<file path="src/logic/host_port_pkg.sv">
// constants and types shared by the host port strap and decode logic
package host_port_pkg;

    // ******************************************
    // strap positions in the sampled strap word
    // ******************************************
    localparam int STRAP_W = 7;
    localparam int STRAP_BUS_LOW_LSB = 0;
    localparam int STRAP_RESERVED = 3;
    localparam int STRAP_BUS_HIGH = 4;
    localparam int STRAP_HOLDOFF_POL = 5;
    localparam int STRAP_CLK_DIV = 6;
    localparam logic [STRAP_W-1:0] STRAP_RESET = 7'h00;
    // cycles after reset release before the synchronised straps are trusted
    localparam logic [1:0] STRAP_SETTLE_CYCLES = 2'h3;

    // bus select code {high, low[2:0]} for generic bus 1, big endian
    localparam logic [3:0] BUS_GENERIC1_BE = 4'hB;

    // ******************************************
    // address map inside each 128K block
    // ******************************************
    localparam int ADDR_W = 17;
    localparam logic [ADDR_W-1:0] REVISION_CODE_OFFSET = 17'h0_0000;
    // display buffer is 112K, the rest of its block is unmapped
    localparam logic [ADDR_W-1:0] BUFFER_LIMIT = 17'h1_C000;
    // arbitrary value, no meaning
    localparam logic [7:0] REVISION_CODE_DEFAULT = 8'h5A;

    typedef enum logic [2:0]
    {
        ST_IDLE = 3'b001,
        ST_WAIT = 3'b010,
        ST_DONE = 3'b100
    } access_state_t;

endpackage

</file>
<file path="src/logic/host_bus_strap_and_decode.sv">
// host port: strap configuration, clock divide, space decode and hold-off
// ******************************************
// Overview of operation
// - the seven straps are sampled when reset is released and fix the configuration.
// - bus select straps 1,0,1,1 select generic bus 1 with big-endian byte order.
// - the hold-off strap sets hold-off polarity: one is active high, zero active low.
// - the clock divide strap gives a bus clock of half the input clock when one, equal when zero.
// - space select low addresses the register block, high the block with the 112K display buffer.
// - a read at register offset 00h returns the revision code.
// - hold-off stays active until read data is ready or write data is taken.
// ******************************************
`timescale 1ns/1ns
module host_bus_strap_and_decode
    import host_port_pkg::*;
#(
    parameter logic [7:0] REVISION_CODE = REVISION_CODE_DEFAULT
)
(
    input wire logic clk_i,
    input wire logic reset_n_i,
    input wire logic bus_select_strap_high_i,
    input wire logic [2:0] bus_select_straps_low_i,
    input wire logic reserved_strap_i,
    input wire logic holdoff_polarity_strap_i,
    input wire logic clock_divide_strap_i,
    input wire logic cs_n_i,
    input wire logic space_select_i,
    input wire logic [ADDR_W-1:0] addr_i,
    input wire logic rd_n_i,
    input wire logic [1:0] we_n_i,
    input wire logic [15:0] data_i,
    output logic [15:0] data_o,
    output logic data_oe_o,
    output logic holdoff_o,
    output logic res_req_o,
    output logic res_we_o,
    output logic res_space_o,
    output logic [ADDR_W-1:0] res_addr_o,
    output logic [15:0] res_wdata_o,
    output logic [1:0] res_be_o,
    input wire logic res_ack_i,
    input wire logic [15:0] res_rdata_i,
    output logic generic_mode_o,
    output logic big_endian_o,
    output logic strap_error_o,
    output logic bclk_en_o
);

    // ******************************************
    // reset release
    // ******************************************
    logic [1:0] rst_sync_q;
    logic rst_n;

    always_ff @(posedge clk_i or negedge reset_n_i)
    begin
        if (!reset_n_i)
            rst_sync_q <= 2'h0;
        else
            rst_sync_q <= {rst_sync_q[0], 1'b1};
    end

    assign rst_n = rst_sync_q[1];

    // ******************************************
    // straps
    // ******************************************
    logic [STRAP_W-1:0] strap;
    logic strap_valid;
    logic [3:0] bus_code;
    logic pol;
    logic div;
    logic mode_ok;

    strap_sampler u_straps
    (
        .clk_i(clk_i),
        .rst_n_i(rst_n),
        .strap_i({clock_divide_strap_i, holdoff_polarity_strap_i, bus_select_strap_high_i,
                  reserved_strap_i, bus_select_straps_low_i}),
        .strap_o(strap),
        .valid_o(strap_valid)
    );

    assign bus_code = {strap[STRAP_BUS_HIGH], strap[STRAP_BUS_LOW_LSB +: 3]};
    assign pol = strap[STRAP_HOLDOFF_POL];
    assign div = strap[STRAP_CLK_DIV];
    assign mode_ok = strap_valid && bus_code == BUS_GENERIC1_BE;

    // ******************************************
    // access state
    // ******************************************
    typedef struct packed {
        access_state_t st;
        logic en;
        logic holdoff;
        logic [15:0] rdata;
        logic oe;
        logic req;
        logic req_we;
        logic req_space;
        logic [ADDR_W-1:0] req_addr;
        logic [15:0] req_wdata;
        logic [1:0] req_be;
        logic mode;
        logic big;
        logic err;
    } port_t;

    port_t q, d;
    logic take;
    logic is_read;
    logic local_hit;
    logic [15:0] rev_word;

    function automatic logic [15:0] order(input logic swap, input logic [15:0] w);
        order = swap ? {w[7:0], w[15:8]} : w;
    endfunction

    assign is_read = !rd_n_i;
    assign take = q.en && q.st == ST_IDLE && q.mode && !cs_n_i && (is_read || we_n_i != 2'h3);
    // revision code and the unused tail of the buffer block answer without arbitration
    assign local_hit = space_select_i ? (addr_i >= BUFFER_LIMIT) : (addr_i == REVISION_CODE_OFFSET);
    assign rev_word = order(q.big, {8'h00, REVISION_CODE});

    always_comb
    begin
        d = q;
        d.mode = mode_ok;
        d.big = mode_ok;
        d.err = strap_valid && !strap[STRAP_RESERVED];
        // bus clock enable: every cycle, or every other one when divided
        d.en = (strap_valid && div) ? !q.en : 1'b1;
        unique case (q.st)
            ST_IDLE:
            begin
                if (take)
                begin
                    d.oe = is_read;
                    if (local_hit)
                    begin
                        d.st = ST_DONE;
                        d.rdata = space_select_i ? 16'h0000 : rev_word;
                    end
                    else
                    begin
                        d.st = ST_WAIT;
                        d.req = 1'b1;
                        d.req_we = !is_read;
                        d.req_space = space_select_i;
                        d.req_addr = addr_i;
                        d.req_wdata = order(q.big, data_i);
                        d.req_be = q.big ? {!we_n_i[0], !we_n_i[1]} : ~we_n_i;
                    end
                end
            end
            ST_WAIT:
            begin
                // held here while the internal arbiter serves refresh first
                if (res_ack_i)
                begin
                    d.st = ST_DONE;
                    d.req = 1'b0;
                    d.rdata = order(q.big, res_rdata_i);
                end
            end
            ST_DONE:
            begin
                if (q.en && cs_n_i)
                begin
                    d.st = ST_IDLE;
                    d.oe = 1'b0;
                end
            end
        endcase
        d.holdoff = (d.st == ST_WAIT) ? pol : !pol;
    end

    always_ff @(posedge clk_i or negedge rst_n)
    begin
        if (!rst_n)
            q <= '{st: ST_IDLE, en: 1'b1, holdoff: 1'b0, rdata: 16'h0000, oe: 1'b0, req: 1'b0,
                   req_we: 1'b0, req_space: 1'b0, req_addr: 17'h0_0000, req_wdata: 16'h0000,
                   req_be: 2'h0, mode: 1'b0, big: 1'b0, err: 1'b0};
        else
            q <= d;
    end

    assign data_o = q.rdata;
    assign data_oe_o = q.oe;
    assign holdoff_o = q.holdoff;
    assign res_req_o = q.req;
    assign res_we_o = q.req_we;
    assign res_space_o = q.req_space;
    assign res_addr_o = q.req_addr;
    assign res_wdata_o = q.req_wdata;
    assign res_be_o = q.req_be;
    assign generic_mode_o = q.mode;
    assign big_endian_o = q.big;
    assign strap_error_o = q.err;
    assign bclk_en_o = q.en;

    // ******************************************
    // assertions
    // ******************************************
    a_mode_decode: assert property (@(posedge clk_i) disable iff (!rst_n)
        strap_valid |=> generic_mode_o == (bus_code == BUS_GENERIC1_BE) && big_endian_o == generic_mode_o)
        else $error("bus mode does not follow bus select straps");
    a_holdoff_level: assert property (@(posedge clk_i) disable iff (!rst_n)
        (strap_valid && $past(strap_valid) && q.st != ST_WAIT) |-> holdoff_o == !pol)
        else $error("idle hold-off level wrong for polarity strap");
    a_divide_rate: assert property (@(posedge clk_i) disable iff (!rst_n)
        (strap_valid && bclk_en_o) |=> bclk_en_o == !div)
        else $error("bus clock enable rate wrong for divide strap");
    a_space_route: assert property (@(posedge clk_i) disable iff (!rst_n)
        $rose(res_req_o) |-> res_space_o == $past(space_select_i) && res_addr_o == $past(addr_i))
        else $error("request routed to wrong block");
    a_revision_read: assert property (@(posedge clk_i) disable iff (!rst_n)
        (take && is_read && !space_select_i && addr_i == REVISION_CODE_OFFSET)
        |=> (data_o == order(big_endian_o, {8'h00, REVISION_CODE}) && data_oe_o && !res_req_o))
        else $error("revision read did not return revision code");
    a_holdoff_wait: assert property (@(posedge clk_i) disable iff (!rst_n)
        res_req_o |-> holdoff_o == pol)
        else $error("hold-off released while access pending");
    a_holdoff_release: assert property (@(posedge clk_i) disable iff (!rst_n)
        (res_req_o && res_ack_i) |=> (holdoff_o == !pol && !res_req_o) ##1 holdoff_o == !pol)
        else $error("hold-off not released after acknowledge");

    c_rev_read: cover property (@(posedge clk_i) disable iff (!rst_n)
        take && is_read && !space_select_i && addr_i == REVISION_CODE_OFFSET);
    c_buffer_write: cover property (@(posedge clk_i) disable iff (!rst_n)
        res_req_o && res_we_o && res_space_o ##[1:20] res_ack_i);
    c_divided_clock: cover property (@(posedge clk_i) disable iff (!rst_n)
        strap_valid && div && take);

endmodule

</file>
<file path="src/logic/strap_sampler.sv">
// captures the configuration straps once after reset release
`timescale 1ns/1ns
module strap_sampler
    import host_port_pkg::*;
(
    input wire logic clk_i,
    input wire logic rst_n_i,
    input wire logic [STRAP_W-1:0] strap_i,
    output logic [STRAP_W-1:0] strap_o,
    output logic valid_o
);

    typedef struct packed {
        logic [STRAP_W-1:0] s1;
        logic [STRAP_W-1:0] s2;
        logic [STRAP_W-1:0] s3;
        logic [1:0] cnt;
        logic valid;
        logic [STRAP_W-1:0] val;
    } sampler_t;

    sampler_t q, d;

    always_comb
    begin
        d = q;
        d.s1 = strap_i;
        d.s2 = q.s1;
        d.s3 = q.s2;
        if (q.cnt != STRAP_SETTLE_CYCLES)
            d.cnt = q.cnt + 2'h1;
        // capture once after the settle count with the pins stable, then frozen until next reset
        if (!q.valid && q.cnt == STRAP_SETTLE_CYCLES && q.s2 == q.s3)
        begin
            d.val = q.s3;
            d.valid = 1'b1;
        end
    end

    always_ff @(posedge clk_i or negedge rst_n_i)
    begin
        if (!rst_n_i)
            q <= '{s1: STRAP_RESET, s2: STRAP_RESET, s3: STRAP_RESET, cnt: 2'h0, valid: 1'b0, val: STRAP_RESET};
        else
            q <= d;
    end

    assign strap_o = q.val;
    assign valid_o = q.valid;

    // ******************************************
    // assertions
    // ******************************************
    a_strap_capture_value: assert property (@(posedge clk_i) disable iff (!rst_n_i)
        $rose(q.valid) |-> q.val == $past(q.s3))
        else $error("strap word differs from synchronised pins");
    a_strap_frozen: assert property (@(posedge clk_i) disable iff (!rst_n_i)
        q.valid |=> (q.valid && $stable(q.val)))
        else $error("strap word changed after capture");

endmodule

</file>
<file path="config.mk">
export PLATFORM = sky130hd
export DESIGN_NAME = host_bus_strap_and_decode
export DESIGN_NICKNAME = d
export VERILOG_FILES = /design/src/logic/host_port_pkg.sv /design/src/logic/host_bus_strap_and_decode.sv /design/src/logic/strap_sampler.sv
export SDC_FILE = /design/constraint.sdc
export NUM_CORES = 1
export LEC_CHECK = 0
export ABC_AREA = 1
export BUFFER_PORTS_ARGS = -buffer_cell sky130_fd_sc_hd__buf_2
export CAP_MARGIN = 20
export CORE_AREA = 2 2 136 138
export DETAILED_ROUTE_END_ITERATION = 8
export DIE_AREA = 0 0 138 140
export PLACE_DENSITY_LB_ADDON = 0.08
export SETUP_SLACK_MARGIN = 0.5
export SYNTH_ARGS = -nofsm -noshare
export SYNTH_HDL_FRONTEND = slang
export SYNTH_SLANG_ARGS = --single-unit
export TNS_END_PERCENT = 30
</file>
<file path="constraint.sdc">
create_clock -name clk_i -period 3.35 [get_ports clk_i]
set_input_delay 0.1675 -clock clk_i [delete_from_list [all_inputs] [get_ports clk_i]]
set_output_delay 0.1675 -clock clk_i [all_outputs]
set_load 0.01 [all_outputs]
</file>
==> results of run 1 <==
per-stage QoR:
step	setup slack, ps	power (mW)	utilization	hold WS [ps]
6_report	1240	2.45	0.295	22.9
4_1_cts	1210	2.52	0.295	3.21
3_3_place_gp	1280	1.44	0.274	-48.1
3_5_place_dp	1230	1.44	0.274	-42.6
2_1_floorplan	511	1.35	-	-128
5_1_grt	1020	2.60	0.295	15.7
final cells by class:
cell class,count,share of cell area
inverters,33,0.0246
repair buffers,135,0.138
well taps,229,0.0546
multi-input cells,296,0.271
flip-flops and latches,95,0.455
clock inverters,7,0.0141
clock buffers,9,0.0429
worst min-delay path, cell delays in order:
cell and delay (ps):
sky130_fd_sc_hd__buf_2 90, sky130_fd_sc_hd__nand2_1 40, sky130_fd_sc_hd__nand2_1 40
flip-flops by register name, summed over array words and instances, names as in the netlist, 2 cells and up:
register,count
u_straps.strap_o,7
res_wdata_o,16
q,3
rst_sync_q,2
u_straps.d,14
res_addr_o,17
data_o,16
res_be_o,2
u_straps.q,9
cells in the mapped netlist, drive strengths merged:
master | count | area (um^2)
a21oi | 9 | 56.3
buf | 58 | 437
clkbuf | 9 | 33.8
conb | 1 | 3.75
dfrtp | 93 | 2330
dfstp | 2 | 52.6
ha | 1 | 12.5
inv | 33 | 129
mux2 | 1 | 11.3
mux2i | 8 | 80.1
nand2 | 163 | 652
nand3 | 17 | 100
nand4 | 2 | 12.5
nor2 | 22 | 82.6
nor3 | 3 | 26.3
nor4 | 1 | 12.5
o2111ai | 1 | 8.76
o211ai | 1 | 7.51
o21ai | 61 | 313
or2 | 1 | 6.26
xnor2 | 2 | 17.5
xor2 | 2 | 17.5
cells by family after synthesis:
| logic type | after synthesis |
|---|---|
| buffers and inverters | 100 |
| muxes | 9 |
| adders and majority gates | 1 |
| xor gates and xnor gates | 4 |
| DFF | 95 |
| other | 1 |
| and+or+nand+nor | 209 |
| AOI/OAI and AO/OA | 72 |
where the power goes:
group / internal [mW] / switching, mW
combinational: 0.0779 / 0.0899
clock: 0.530 / 0.509
sequential: 1.20 / 0.0441
total: 1.81 / 0.644
layer usage:
layer	up-vias	wire, um	GRT usage
met4	0	111	0.0317
met2	93	4580	0.173
met1	1497	5130	0.151
met3	8	573	0.0414
li1	1661	-	-
met5	-	0	0
worst max path at each step:
| stage | endpoint | slack, ps | cells after the start |
|---|---|---|---|
| after floorplan | big_endian_o$_DFF_PN0_ | 510 | 0 |
| after global placement | res_addr_o[9]$_DFFE_PN0P_ | 1280 | 9 |
| after detailed placement | res_addr_o[7]$_DFFE_PN0P_ | 1230 | 9 |
| after CTS | res_addr_o[4]$_DFFE_PN0P_ | 1210 | 9 |
| after global routing | res_addr_o[0]$_DFFE_PN0P_ | 1020 | 9 |
| final | res_addr_o[7]$_DFFE_PN0P_ | 1240 | 9 |
==> Flow_metrics.wiki, run 1 <==
{| class="wikitable"
! Metric !! Value
|-
| Syn-to-layout area delta || 19.2%
|-
| Unrepaired setup endpoints after global routing || no
|-
| Detail-routed net length per standard cell || 12.9 um
|-
| Source of the critical timing path || q[60]$_DFF_PN1_
|-
| Ys Warns || 0
|-
| Mean post-synth cell area || 8.96 um^2
|-
| Reg2Reg Launch Point || q[60]$_DFF_PN1_
|-
| Arithmetic-cell share of the synthesized area counting full adders, half adders and majority gates || 0.00284
|-
| Relative slew slack || 0.408
|-
| Remaining antenna violation count || 0
|-
| Post-Route Skew || 4.68 ps
|-
| Largest net degree at the start of global routing || between 60 and 70
|-
| Internal reg-to-reg setup slack || 1240 ps
|-
| Drt total wl || slightly above 10000 um
|-
| Simple-gate area share of the yosys netlist || 0.203
|-
| Type of the worst setup path || flip-flop to flip-flop
|-
| Layout cell share with drive strength beyond 1 || 0.299
|-
| Detail-routed via count per cell || roughly 4
|-
| Number of setup violations in the final report || 0
|-
| Final sum of negative setup slack || 0 ps
|-
| Antenna violations before repair || 0
|-
| Sequential standard cell area || about 0.0024 mm^2
|-
| Remaining DRCs || 0
|-
| Clock transition time at the flip-flop clock pins of the worst setup and hold paths || ~70 ps
|-
| Share of the synthesized area in compound gates (AO/OA/AOI/OAI) || 0.0876
|-
| Via count || 3259
|-
| Total of hold buffers inserted after clock tree synthesis || 8
|-
| Most common cell after layout, fill and taps aside || sky130_fd_sc_hd__nand2_1
|-
| Actual transition at the worst max-transition pin || 888 ps
|-
| Total of max-cap violations || 0
|-
| Leakage power figure || between 2 and 3 nW
|-
| Worst path required time || 3640 ps
|-
| Arrival @ worst endpoint || around 2400 ps
|-
| Number of placement rows || 49
|-
| Overall track demand over capacity in global routing || 0.113
|-
| Largest fanout of any net on the critical path || 57
|-
| Initial cell density of the core || 0.247
|-
| End of the worst register-to-register path || res_addr_o[7]$_DFFE_PN0P_
|-
| Fin cells || 804
|-
| Inserted Clock Buffers || 9
|-
| Number of max-slew violations in the final report || 0
|-
| Cell count of the worst reg-to-reg path || 9
|-
| Gates resized, CTS repair || 0
|-
| Ordered list of cells on the worst path || inv_1 > nor3_4 > nand3_2 > inv_2 > nand3_2 > buf_4 > inv_2 > nand2_1 > nand2_1
|-
| Number of iterations in the first detailed-routing pass || 4
|-
| Parity-gate share of the synthesized area counting xor and xnor cells || 0.00796
|-
| Total of flip-flops plus latches after synthesis || 95
|-
| Clock tree from TritonCTS || built
|-
| Area of all placed cells without fillers || 0.00524 mm^2
|-
| Family with the most delay on the worst path || buffers and inverters
|-
| Hold-critical path depth || 3
|-
| DIE WIDTH || 138 um
|-
| Number of nets in the layout || between 600 and 700
|-
| Standard cell with the maximum stage delay on the critical path || sky130_fd_sc_hd__dfstp_2
|-
| Setup crit start kind || flip-flop
|-
| Number of sinks handled by clock tree synthesis || 95
|-
| Post-layout min period || 2110 ps
|-
| Port-buffer cells || 123
|-
| Total nets after synthesis || 556
|-
| Final hold violation count || 0
|-
| Gate Count Post-Synth || 491
|-
| GRT overflow || 0
|-
| Peak supply drop || 0.217 mV
|-
| Wire length of the first global-routing pass || 17300 um
|-
| Kind of end point of the critical path || flip-flop
|-
| IO Count || 124
|-
| Hold Crit Class || primary input to flip-flop
|-
| H-tree levels || 3
|-
| Status || complete, no violations
|-
| Die area || between 0.015 and 0.02 mm^2
|-
| Number of placed instances, taps included || 780
|-
| Clock tree buffer depth || 2
|-
| Antenna diode count || 0
|-
| Power per cell area || 468 mW/mm^2
|-
| WP buf/inv || 4
|-
| Die Span Y || 140 um
|-
| Netlist area before placement || ~0.0044 mm^2
|-
| Number of distinct library cells after synthesis || 34
|-
| Fraction of the cycle the final worst path needs || 0.629
|-
| Root Buffer Master || sky130_fd_sc_hd__clkbuf_16
|-
| Number of design-rule violations left by the first detailed-router iteration || 135
|-
| Highest clock rate || 0.475 GHz
|-
| Clock Latency Late Sink || ~350 ps
|-
| Longest individual stage delay on the worst path || 530 ps
|-
| Post-place instance area || 0.00486 mm^2
|-
| Worst Hold Path EP || res_addr_o[0]$_DFFE_PN0P_
|-
| Number of setup buffers added after CTS || 0
|-
| Sequential fraction of the synthesis area || 0.541
|-
| Beginning of the worst hold path || addr_i[0]
|-
| Core area || 0.0178 mm^2
|-
| Combinational family with the most area after synthesis || simple AND/OR/NAND/NOR gates
|-
| Vias in the first global route || 3296
|-
| Filler Cells Inserted || slightly below 2k
|-
| Most used cells in the layout excluding fill and tap cells || 151 x sky130_fd_sc_hd__nand2_1, 123 x sky130_fd_sc_hd__buf_2, 92 x sky130_fd_sc_hd__dfrtp_1, 54 x sky130_fd_sc_hd__o21ai_0, 29 x sky130_fd_sc_hd__inv_1
|-
| Final weighted congestion in routability-driven placement || between 0.7 and 0.8
|-
| HPWL after DPL || 7460 um
|-
| Share of cell area taken by muxes after synthesis || 0.0208
|-
| Combined area of the multi-input logic cells || 0.00142 mm^2
|}
Note: power is estimated with default switching activity, not from simulation.
==> inputs of run 2 (changes only) <==
Clock period 3.35 ns to 2 ns, I/O delays scaled along.
==> Flow_metrics.wiki, run 2 (synthesis gave the netlist of run 1 again) <==
{| class="wikitable"
! Metric !! Value
|-
| Syn-to-layout area delta || 33.3%
|-
| Root Buffer Master || sky130_fd_sc_hd__clkbuf_16
|-
| Worst path required time || 2280 ps
|-
| Overall track demand over capacity in global routing || 0.124
|-
| Final weighted congestion in routability-driven placement || around 0.76
|-
| Setup crit start kind || flip-flop
|-
| Clock transition time at the flip-flop clock pins of the worst setup and hold paths || roughly 70 ps
|-
| Die Span Y || approximately 140 um
|-
| Arrival @ worst endpoint || 1970 ps
|-
| Antenna violations before repair || 0
|-
| Drt total wl || roughly 12000 um
|-
| Detail-routed net length per standard cell || 13.9 um
|-
| Detail-routed via count per cell || between 4 and 5
|-
| Power per cell area || 730 mW/mm^2
|-
| Hold Crit Class || primary input to flip-flop
|-
| Via count || 3488
|-
| Number of iterations in the first detailed-routing pass || 4
|-
| Port-buffer cells || 123
|-
| Leakage power figure || between 3 and 4 nW
|-
| Total of max-cap violations || 0
|-
| Vias in the first global route || 3653
|-
| DIE WIDTH || 138 um
|-
| Die area || roughly 0.019 mm^2
|-
| Initial cell density of the core || 0.247
|-
| Final hold violation count || 0
|-
| Type of the worst setup path || flip-flop to flip-flop
|-
| Clock tree from TritonCTS || built
|-
| GRT overflow || 0
|-
| Remaining DRCs || 0
|-
| Antenna diode count || 0
|-
| H-tree levels || 3
|-
| Number of placement rows || a little under 50
|-
| Inserted Clock Buffers || 9
|-
| Peak supply drop || 0.384 mV
|-
| Fin worst setup slack || around 320 ps
|-
| Highest clock rate || 0.595 GHz
|-
| Clock tree buffer depth || 2
|-
| Post-Route Skew || ~7.6 ps
|-
| IO Count || 124
|-
| Core area || about 0.018 mm^2
|-
| Number of setup violations in the final report || 0
|-
| Status || complete, no violations
|-
| Number of sinks handled by clock tree synthesis || 95
|-
| Post-Place Worst Slack || between 80 and 90 ps
|-
| Fraction of the cycle the final worst path needs || 0.841
|-
| Clock Latency Late Sink || 340 ps
|-
| Filler Cells Inserted || around 1.9k
|-
| Most common cell after layout, fill and taps aside || sky130_fd_sc_hd__nand2_1
|-
| Number of max-slew violations in the final report || 0
|-
| Most used cells in the layout excluding fill and tap cells || 137 x sky130_fd_sc_hd__nand2_1, 123 x sky130_fd_sc_hd__buf_2, 92 x sky130_fd_sc_hd__dfrtp_1, 50 x sky130_fd_sc_hd__o21ai_0, 27 x sky130_fd_sc_hd__inv_1
|-
| Post-layout min period || 1680 ps
|-
| HPWL after DPL || 7550 um
|-
| Largest fanout of any net on the critical path || 7
|-
| Kind of end point of the critical path || flip-flop
|-
| Max reg flops || 17
|-
| Design Power || roughly 4.3 mW
|-
| Largest net degree at the start of global routing || 41
|-
| Remaining antenna violation count || 0
|-
| Unrepaired setup endpoints after global routing || yes
|-
| Number of nets in the layout || 673
|-
| Layout cell share with drive strength beyond 1 || 0.346
|-
| Number of design-rule violations left by the first detailed-router iteration || 85
|-
| Wire length of the first global-routing pass || 18900 um
|-
| Final sum of negative setup slack || 0 ps
|}
==> run 2: metrics by stage <==
stage                     cells  hold WS (ps)  utilization  cell area, um^2
after CTS                   837          33.5        0.321             5710
after floorplan             491          -196            -             4400
after global routing        842          50.2        0.330             5860
final                       842          41.5        0.330             5860
after detailed placement    784          -111        0.277             4920
after global placement      784          -115        0.277             4920
==> run 2: worst max-delay path, cell delays in order, from the launching register on <==
cell and delay (ps):
sky130_fd_sc_hd__dfstp_2 550, sky130_fd_sc_hd__inv_4 50, sky130_fd_sc_hd__nor3_4 140, sky130_fd_sc_hd__nand3_2 150, sky130_fd_sc_hd__inv_2 110, sky130_fd_sc_hd__nand3_4 100
sky130_fd_sc_hd__buf_12 180, sky130_fd_sc_hd__nand2_2 70, sky130_fd_sc_hd__nand2_2 60, sky130_fd_sc_hd__nor2_1 100, sky130_fd_sc_hd__nand3_1 70, sky130_fd_sc_hd__nand2_1 60
==> run 2: timing repair <==
item / CTS / global route
setup buffers: 9 / 3
hold endpoints to repair: 26 / 0
gates cloned: 3 / 2
gates resized for setup: 12 / 29
pin swaps: 2 / 10
endpoints found under the setup margin: 65 / 68
hold buffers: 25 / 0
==> run 2: metal layers <==
| layer | track usage | vias up | wire (um) |
|---|---|---|---|
| met4 | 0.0526 | 0 | 236 |
| met3 | 0.0318 | 14 | 534 |
| met1 | 0.156 | 1642 | 5550 |
| li1 | - | 1744 | - |
| met5 | 0 | - | 0 |
| met2 | 0.202 | 88 | 5360 |
==> run 2: layout make-up <==
cell class                      instances  area, um^2  area share
Sequential cell                        95        2380       0.407
Clock buffer                           10         229      0.0391
Multi-Input combinational cell        296        1510       0.257
Timing Repair Buffer                  173        1210       0.207
Clock inverter                          6        92.6      0.0158
Inverter                               33         150      0.0256
Tap cell                              229         287      0.0489
==> run 2: where the power goes <==
group	total [mW]	internal [mW]	switching, mW
clock	1.87	1.10	0.768
sequential	2.08	2.01	0.0654
combinational	0.330	0.159	0.171
==> run 2: final timing paths <==
kind / slack (ps) / depth (start not counted) / start / end
max: 320 / 11 / q[60]$_DFF_PN1_ / holdoff_o$_DFF_PN0_
min: 40 / 2 / rd_n_i / data_oe_o$_DFFE_PN0P_
max reg2reg: 320 / 11 / q[60]$_DFF_PN1_ / holdoff_o$_DFF_PN0_
min reg2reg: 280 / 0 / rst_sync_q[1]$_DFF_PN0_ / u_straps.d[22]$_DFF_PN0_
max in group asynchronous: 1030 / 1 / rst_sync_q[1]$_DFF_PN0_ / res_addr_o[5]$_DFFE_PN0P_
min in group asynchronous: 70 / 2 / reset_n_i / rst_sync_q[0]$_DFF_PN0_
==> inputs of run 3 (changes only) <==
Settings changed: ABC_AREA 1 to 0.
Clock period 2 ns to 1.5 ns, I/O delays scaled along.
==> Flow_metrics.wiki, run 3 <==
{| class="wikitable"
! Metric !! Value
|-
| Setup crit start kind || flip-flop
|-
| Source of the critical timing path || bclk_en_o$_DFF_PN1_
|-
| Proportion of netlist area held by the largest area contributor || 0.531
|-
| HPWL after DPL || 7470 um
|-
| Number of nets in the layout || 560
|-
| Sequential fraction of the synthesis area || 0.543
|-
| Post-Route Skew || between 10 and 15 ps
|-
| Arrival @ worst endpoint || between 1500 and 2000 ps
|-
| Final hold violation count || 0
|-
| Violations in the final reports || setup timing
|-
| Final weighted congestion in routability-driven placement || 0.709
|-
| Mean post-synth cell area || ~12 um^2
|-
| Clock tree from TritonCTS || built
|-
| Internal reg-to-reg setup slack || -260 ps
|-
| Standard cell with the maximum stage delay on the critical path || sky130_fd_sc_hd__dfstp_2
|-
| H-tree levels || 3
|-
| Clock Latency Late Sink || 360 ps
|-
| Highest clock rate || between 0.5 and 0.6 GHz
|-
| WP buf/inv || 1
|-
| Detail-routed via count per cell || 4.14
|-
| Family with the most delay on the worst path || flip-flops
|-
| Main area contributors after synthesis || sky130_fd_sc_hd__dfrtp_1 53%, sky130_fd_sc_hd__buf_4 9.3%, sky130_fd_sc_hd__mux2i_1 6.9%
|-
| Unrepaired setup endpoints after global routing || yes
|-
| Number of sinks handled by clock tree synthesis || 95
|-
| Detail-routed net length per standard cell || about 14 um
|-
| Vias in the first global route || 3252
|-
| Layout cell share with drive strength beyond 1 || 0.518
|-
| Fraction of the cycle the final worst path needs || 1.17
|-
| Number of max-slew violations in the final report || 0
|-
| Inserted Clock Buffers || 9
|-
| Fin util || 0.336
|-
| Number of setup violations in the final report || 62
|-
| Remaining DRCs || 0
|-
| Number of placement rows || 49
|-
| Most common cell after layout, fill and taps aside || sky130_fd_sc_hd__buf_2
|-
| Power per cell area || approximately 940 mW/mm^2
|-
| Filler Cells Inserted || 1877
|-
| Netlist area before placement || 0.00438 mm^2
|-
| DIE WIDTH || 138 um
|-
| Antenna violations before repair || 0
|-
| Type of the worst setup path || flip-flop to flip-flop
|-
| Kind of end point of the critical path || flip-flop
|-
| Clock transition time at the flip-flop clock pins of the worst setup and hold paths || 80 ps
|-
| Ys Warns || 0
|-
| Most used cells in the layout excluding fill and tap cells || 118 x sky130_fd_sc_hd__buf_2, 91 x sky130_fd_sc_hd__dfrtp_1, 44 x sky130_fd_sc_hd__buf_4, 30 x sky130_fd_sc_hd__mux2i_1, 26 x sky130_fd_sc_hd__nand2_1
|-
| Max reg flops || 17
|-
| Design Power || roughly 5.6 mW
|-
| Number of enable flip-flop cells after synthesis || 0
|-
| Via count || 3015
|-
| Total of max-cap violations || 0
|-
| Longest individual stage delay on the worst path || 550 ps
|-
| Fin worst setup slack || -262 ps
|-
| Gate Count Post-Synth || between 300 and 400
|-
| Overall track demand over capacity in global routing || 0.110
|-
| Number of distinct library cells after synthesis || 44
|-
| Root Buffer Master || sky130_fd_sc_hd__clkbuf_16
|-
| Antenna diode count || 0
|-
| Number of design-rule violations left by the first detailed-router iteration || 66
|-
| Beginning of the worst hold path || data_i[2]
|-
| Syn-to-layout area delta || 36.2%
|-
| Core area || 0.0178 mm^2
|-
| Top-count cell post-synth || sky130_fd_sc_hd__dfrtp_1
|-
| Hold Crit Class || primary input to flip-flop
|-
| Largest net degree at the start of global routing || 49
|-
| Die area || 0.0193 mm^2
|-
| Total of flip-flops plus latches after synthesis || between 90 and 100
|-
| Peak supply drop || about 0.48 mV
|-
| Largest fanout of any net on the critical path || 15
|-
| Clock tree buffer depth || 2
|-
| Port-buffer cells || approximately 120
|-
| GRT overflow || 0
|-
| IO Count || 124
|-
| Post-layout min period || roughly 1800 ps
|-
| Top cell types by occurrence after synthesis || 93 x sky130_fd_sc_hd__dfrtp_1, 54 x sky130_fd_sc_hd__buf_4, 37 x sky130_fd_sc_hd__nand2_1, 30 x sky130_fd_sc_hd__mux2i_1, 22 x sky130_fd_sc_hd__mux2_2
|-
| Initial cell density of the core || 0.246
|-
| Final sum of negative setup slack || -12010 ps
|-
| Remaining antenna violation count || 0
|-
| Leakage power figure || 2.92 nW
|-
| Prevailing post-synth register cell || sky130_fd_sc_hd__dfrtp_1
|-
| Number of iterations in the first detailed-routing pass || 4
|-
| Status || complete, but fails checks
|-
| Fraction of synthesis flops using an asynchronous set or reset pin || 1.00
|-
| Die Span Y || about 140 um
|-
| Total nets after synthesis || 422
|-
| Ordered list of cells on the worst path || nand4bb_4 > nor4b_4 > o211ai_4 > buf_12 > mux2_4
|-
| Wire length of the first global-routing pass || between 15000 and 20000 um
|-
| Reg2Reg Launch Point || bclk_en_o$_DFF_PN1_
|-
| Library cell occupying the most area in the post-synthesis netlist || sky130_fd_sc_hd__dfrtp_1
|-
| Worst path required time || 1730 ps
|-
| Drt total wl || 10500 um
|}
[run 3: changes by cell type after synthesis, moves of 5 or more]
cell,previous run,this run
sky130_fd_sc_hd__inv_1,29,3
sky130_fd_sc_hd__mux2_2,1,22
sky130_fd_sc_hd__mux2_4,0,13
sky130_fd_sc_hd__mux2i_1,8,30
sky130_fd_sc_hd__nand2_1,151,37
sky130_fd_sc_hd__nand2_2,10,0
sky130_fd_sc_hd__nand3_1,14,6
sky130_fd_sc_hd__nor2_1,22,2
sky130_fd_sc_hd__o21ai_0,54,20
sky130_fd_sc_hd__o21ai_1,5,0
sky130_fd_sc_hd__o22ai_1,0,13
[run 3: path summary, 6_finish.rpt]
kind | cells past startpoint | endpoint
setup / recovery | 5 | res_addr_o[4]$_DFFE_PN0P_
hold / removal | 3 | res_wdata_o[2]$_DFFE_PN0P_
setup reg to reg | 5 | res_addr_o[4]$_DFFE_PN0P_
hold reg to reg | 1 | u_straps.strap_o[3]$_DFFE_PN0P_
max in group asynchronous | 1 | q[60]$_DFF_PN1_
min in group asynchronous | 2 | rst_sync_q[1]$_DFF_PN0_
[run 3: worst reg2reg max path, cell delays in order (launching register included)]
cell	delay (ps)
sky130_fd_sc_hd__dfstp_2	550
sky130_fd_sc_hd__nand4bb_4	140
sky130_fd_sc_hd__nor4b_4	320
sky130_fd_sc_hd__o211ai_4	160
sky130_fd_sc_hd__buf_12	190
sky130_fd_sc_hd__mux2_4	300
[run 3: layout make-up]
class / instances / area, um^2 / area share
multi-input cells: 192 / 1620 / 0.271
inverters: 3 / 11.3 / 0.00189
well taps: 229 / 287 / 0.0480
flip-flops and latches: 95 / 2380 / 0.400
clock buffers: 9 / 225 / 0.0378
repair buffers: 194 / 1370 / 0.229
clock inverters: 7 / 72.6 / 0.0122
[run 3: timing repair]
item	CTS	global route
setup endpoints to repair	71	78
pin swaps	1	5
endpoints found under the hold margin	16	0
gates cloned	0	2
gates resized for setup	13	44
hold buffers	15	0
buffers inserted	2	0
[run 3: cell families (layout without fill, tap and decap cells)]
| family | Yosys count | in the layout | share of synthesized area |
|---|---|---|---|
| simple gates | 66 | 66 | 0.0831 |
| mux | 65 | 65 | 0.170 |
| buf+inv | 70 | 213 | 0.113 |
| compound gates | 50 | 50 | 0.0689 |
| fa+ha+maj | 1 | 1 | 0.00286 |
| other cells | 1 | 1 | 0.000856 |
| flops | 95 | 95 | 0.543 |
| xor+xnor | 9 | 9 | 0.0180 |
[run 3: per-stage QoR]
step | hold WS [ps] | std cells | cell area [um^2] | setup slack (ps)
CTS | 13.7 | 727 | 5810 | -267
finish | 17.1 | 729 | 5970 | -262
floorplan | -221 | 357 | 4380 | -425
global route | 7.28 | 729 | 5970 | -329
global placement | -131 | 694 | 5300 | -315
detailed placement | -131 | 694 | 5300 | -277
[run 3: routing by layer]
layer / GRT usage / wire length [um]
met1: 0.137 / 4800
met2: 0.180 / 4910
met3: 0.0321 / 584
met4: 0.0451 / 155
met5: 0 / 0
[run 3: where the power goes]
group          internal, mW  switching, mW
Combinational         0.299          0.225
Clock                  1.18           1.15
Sequential             2.68         0.0664
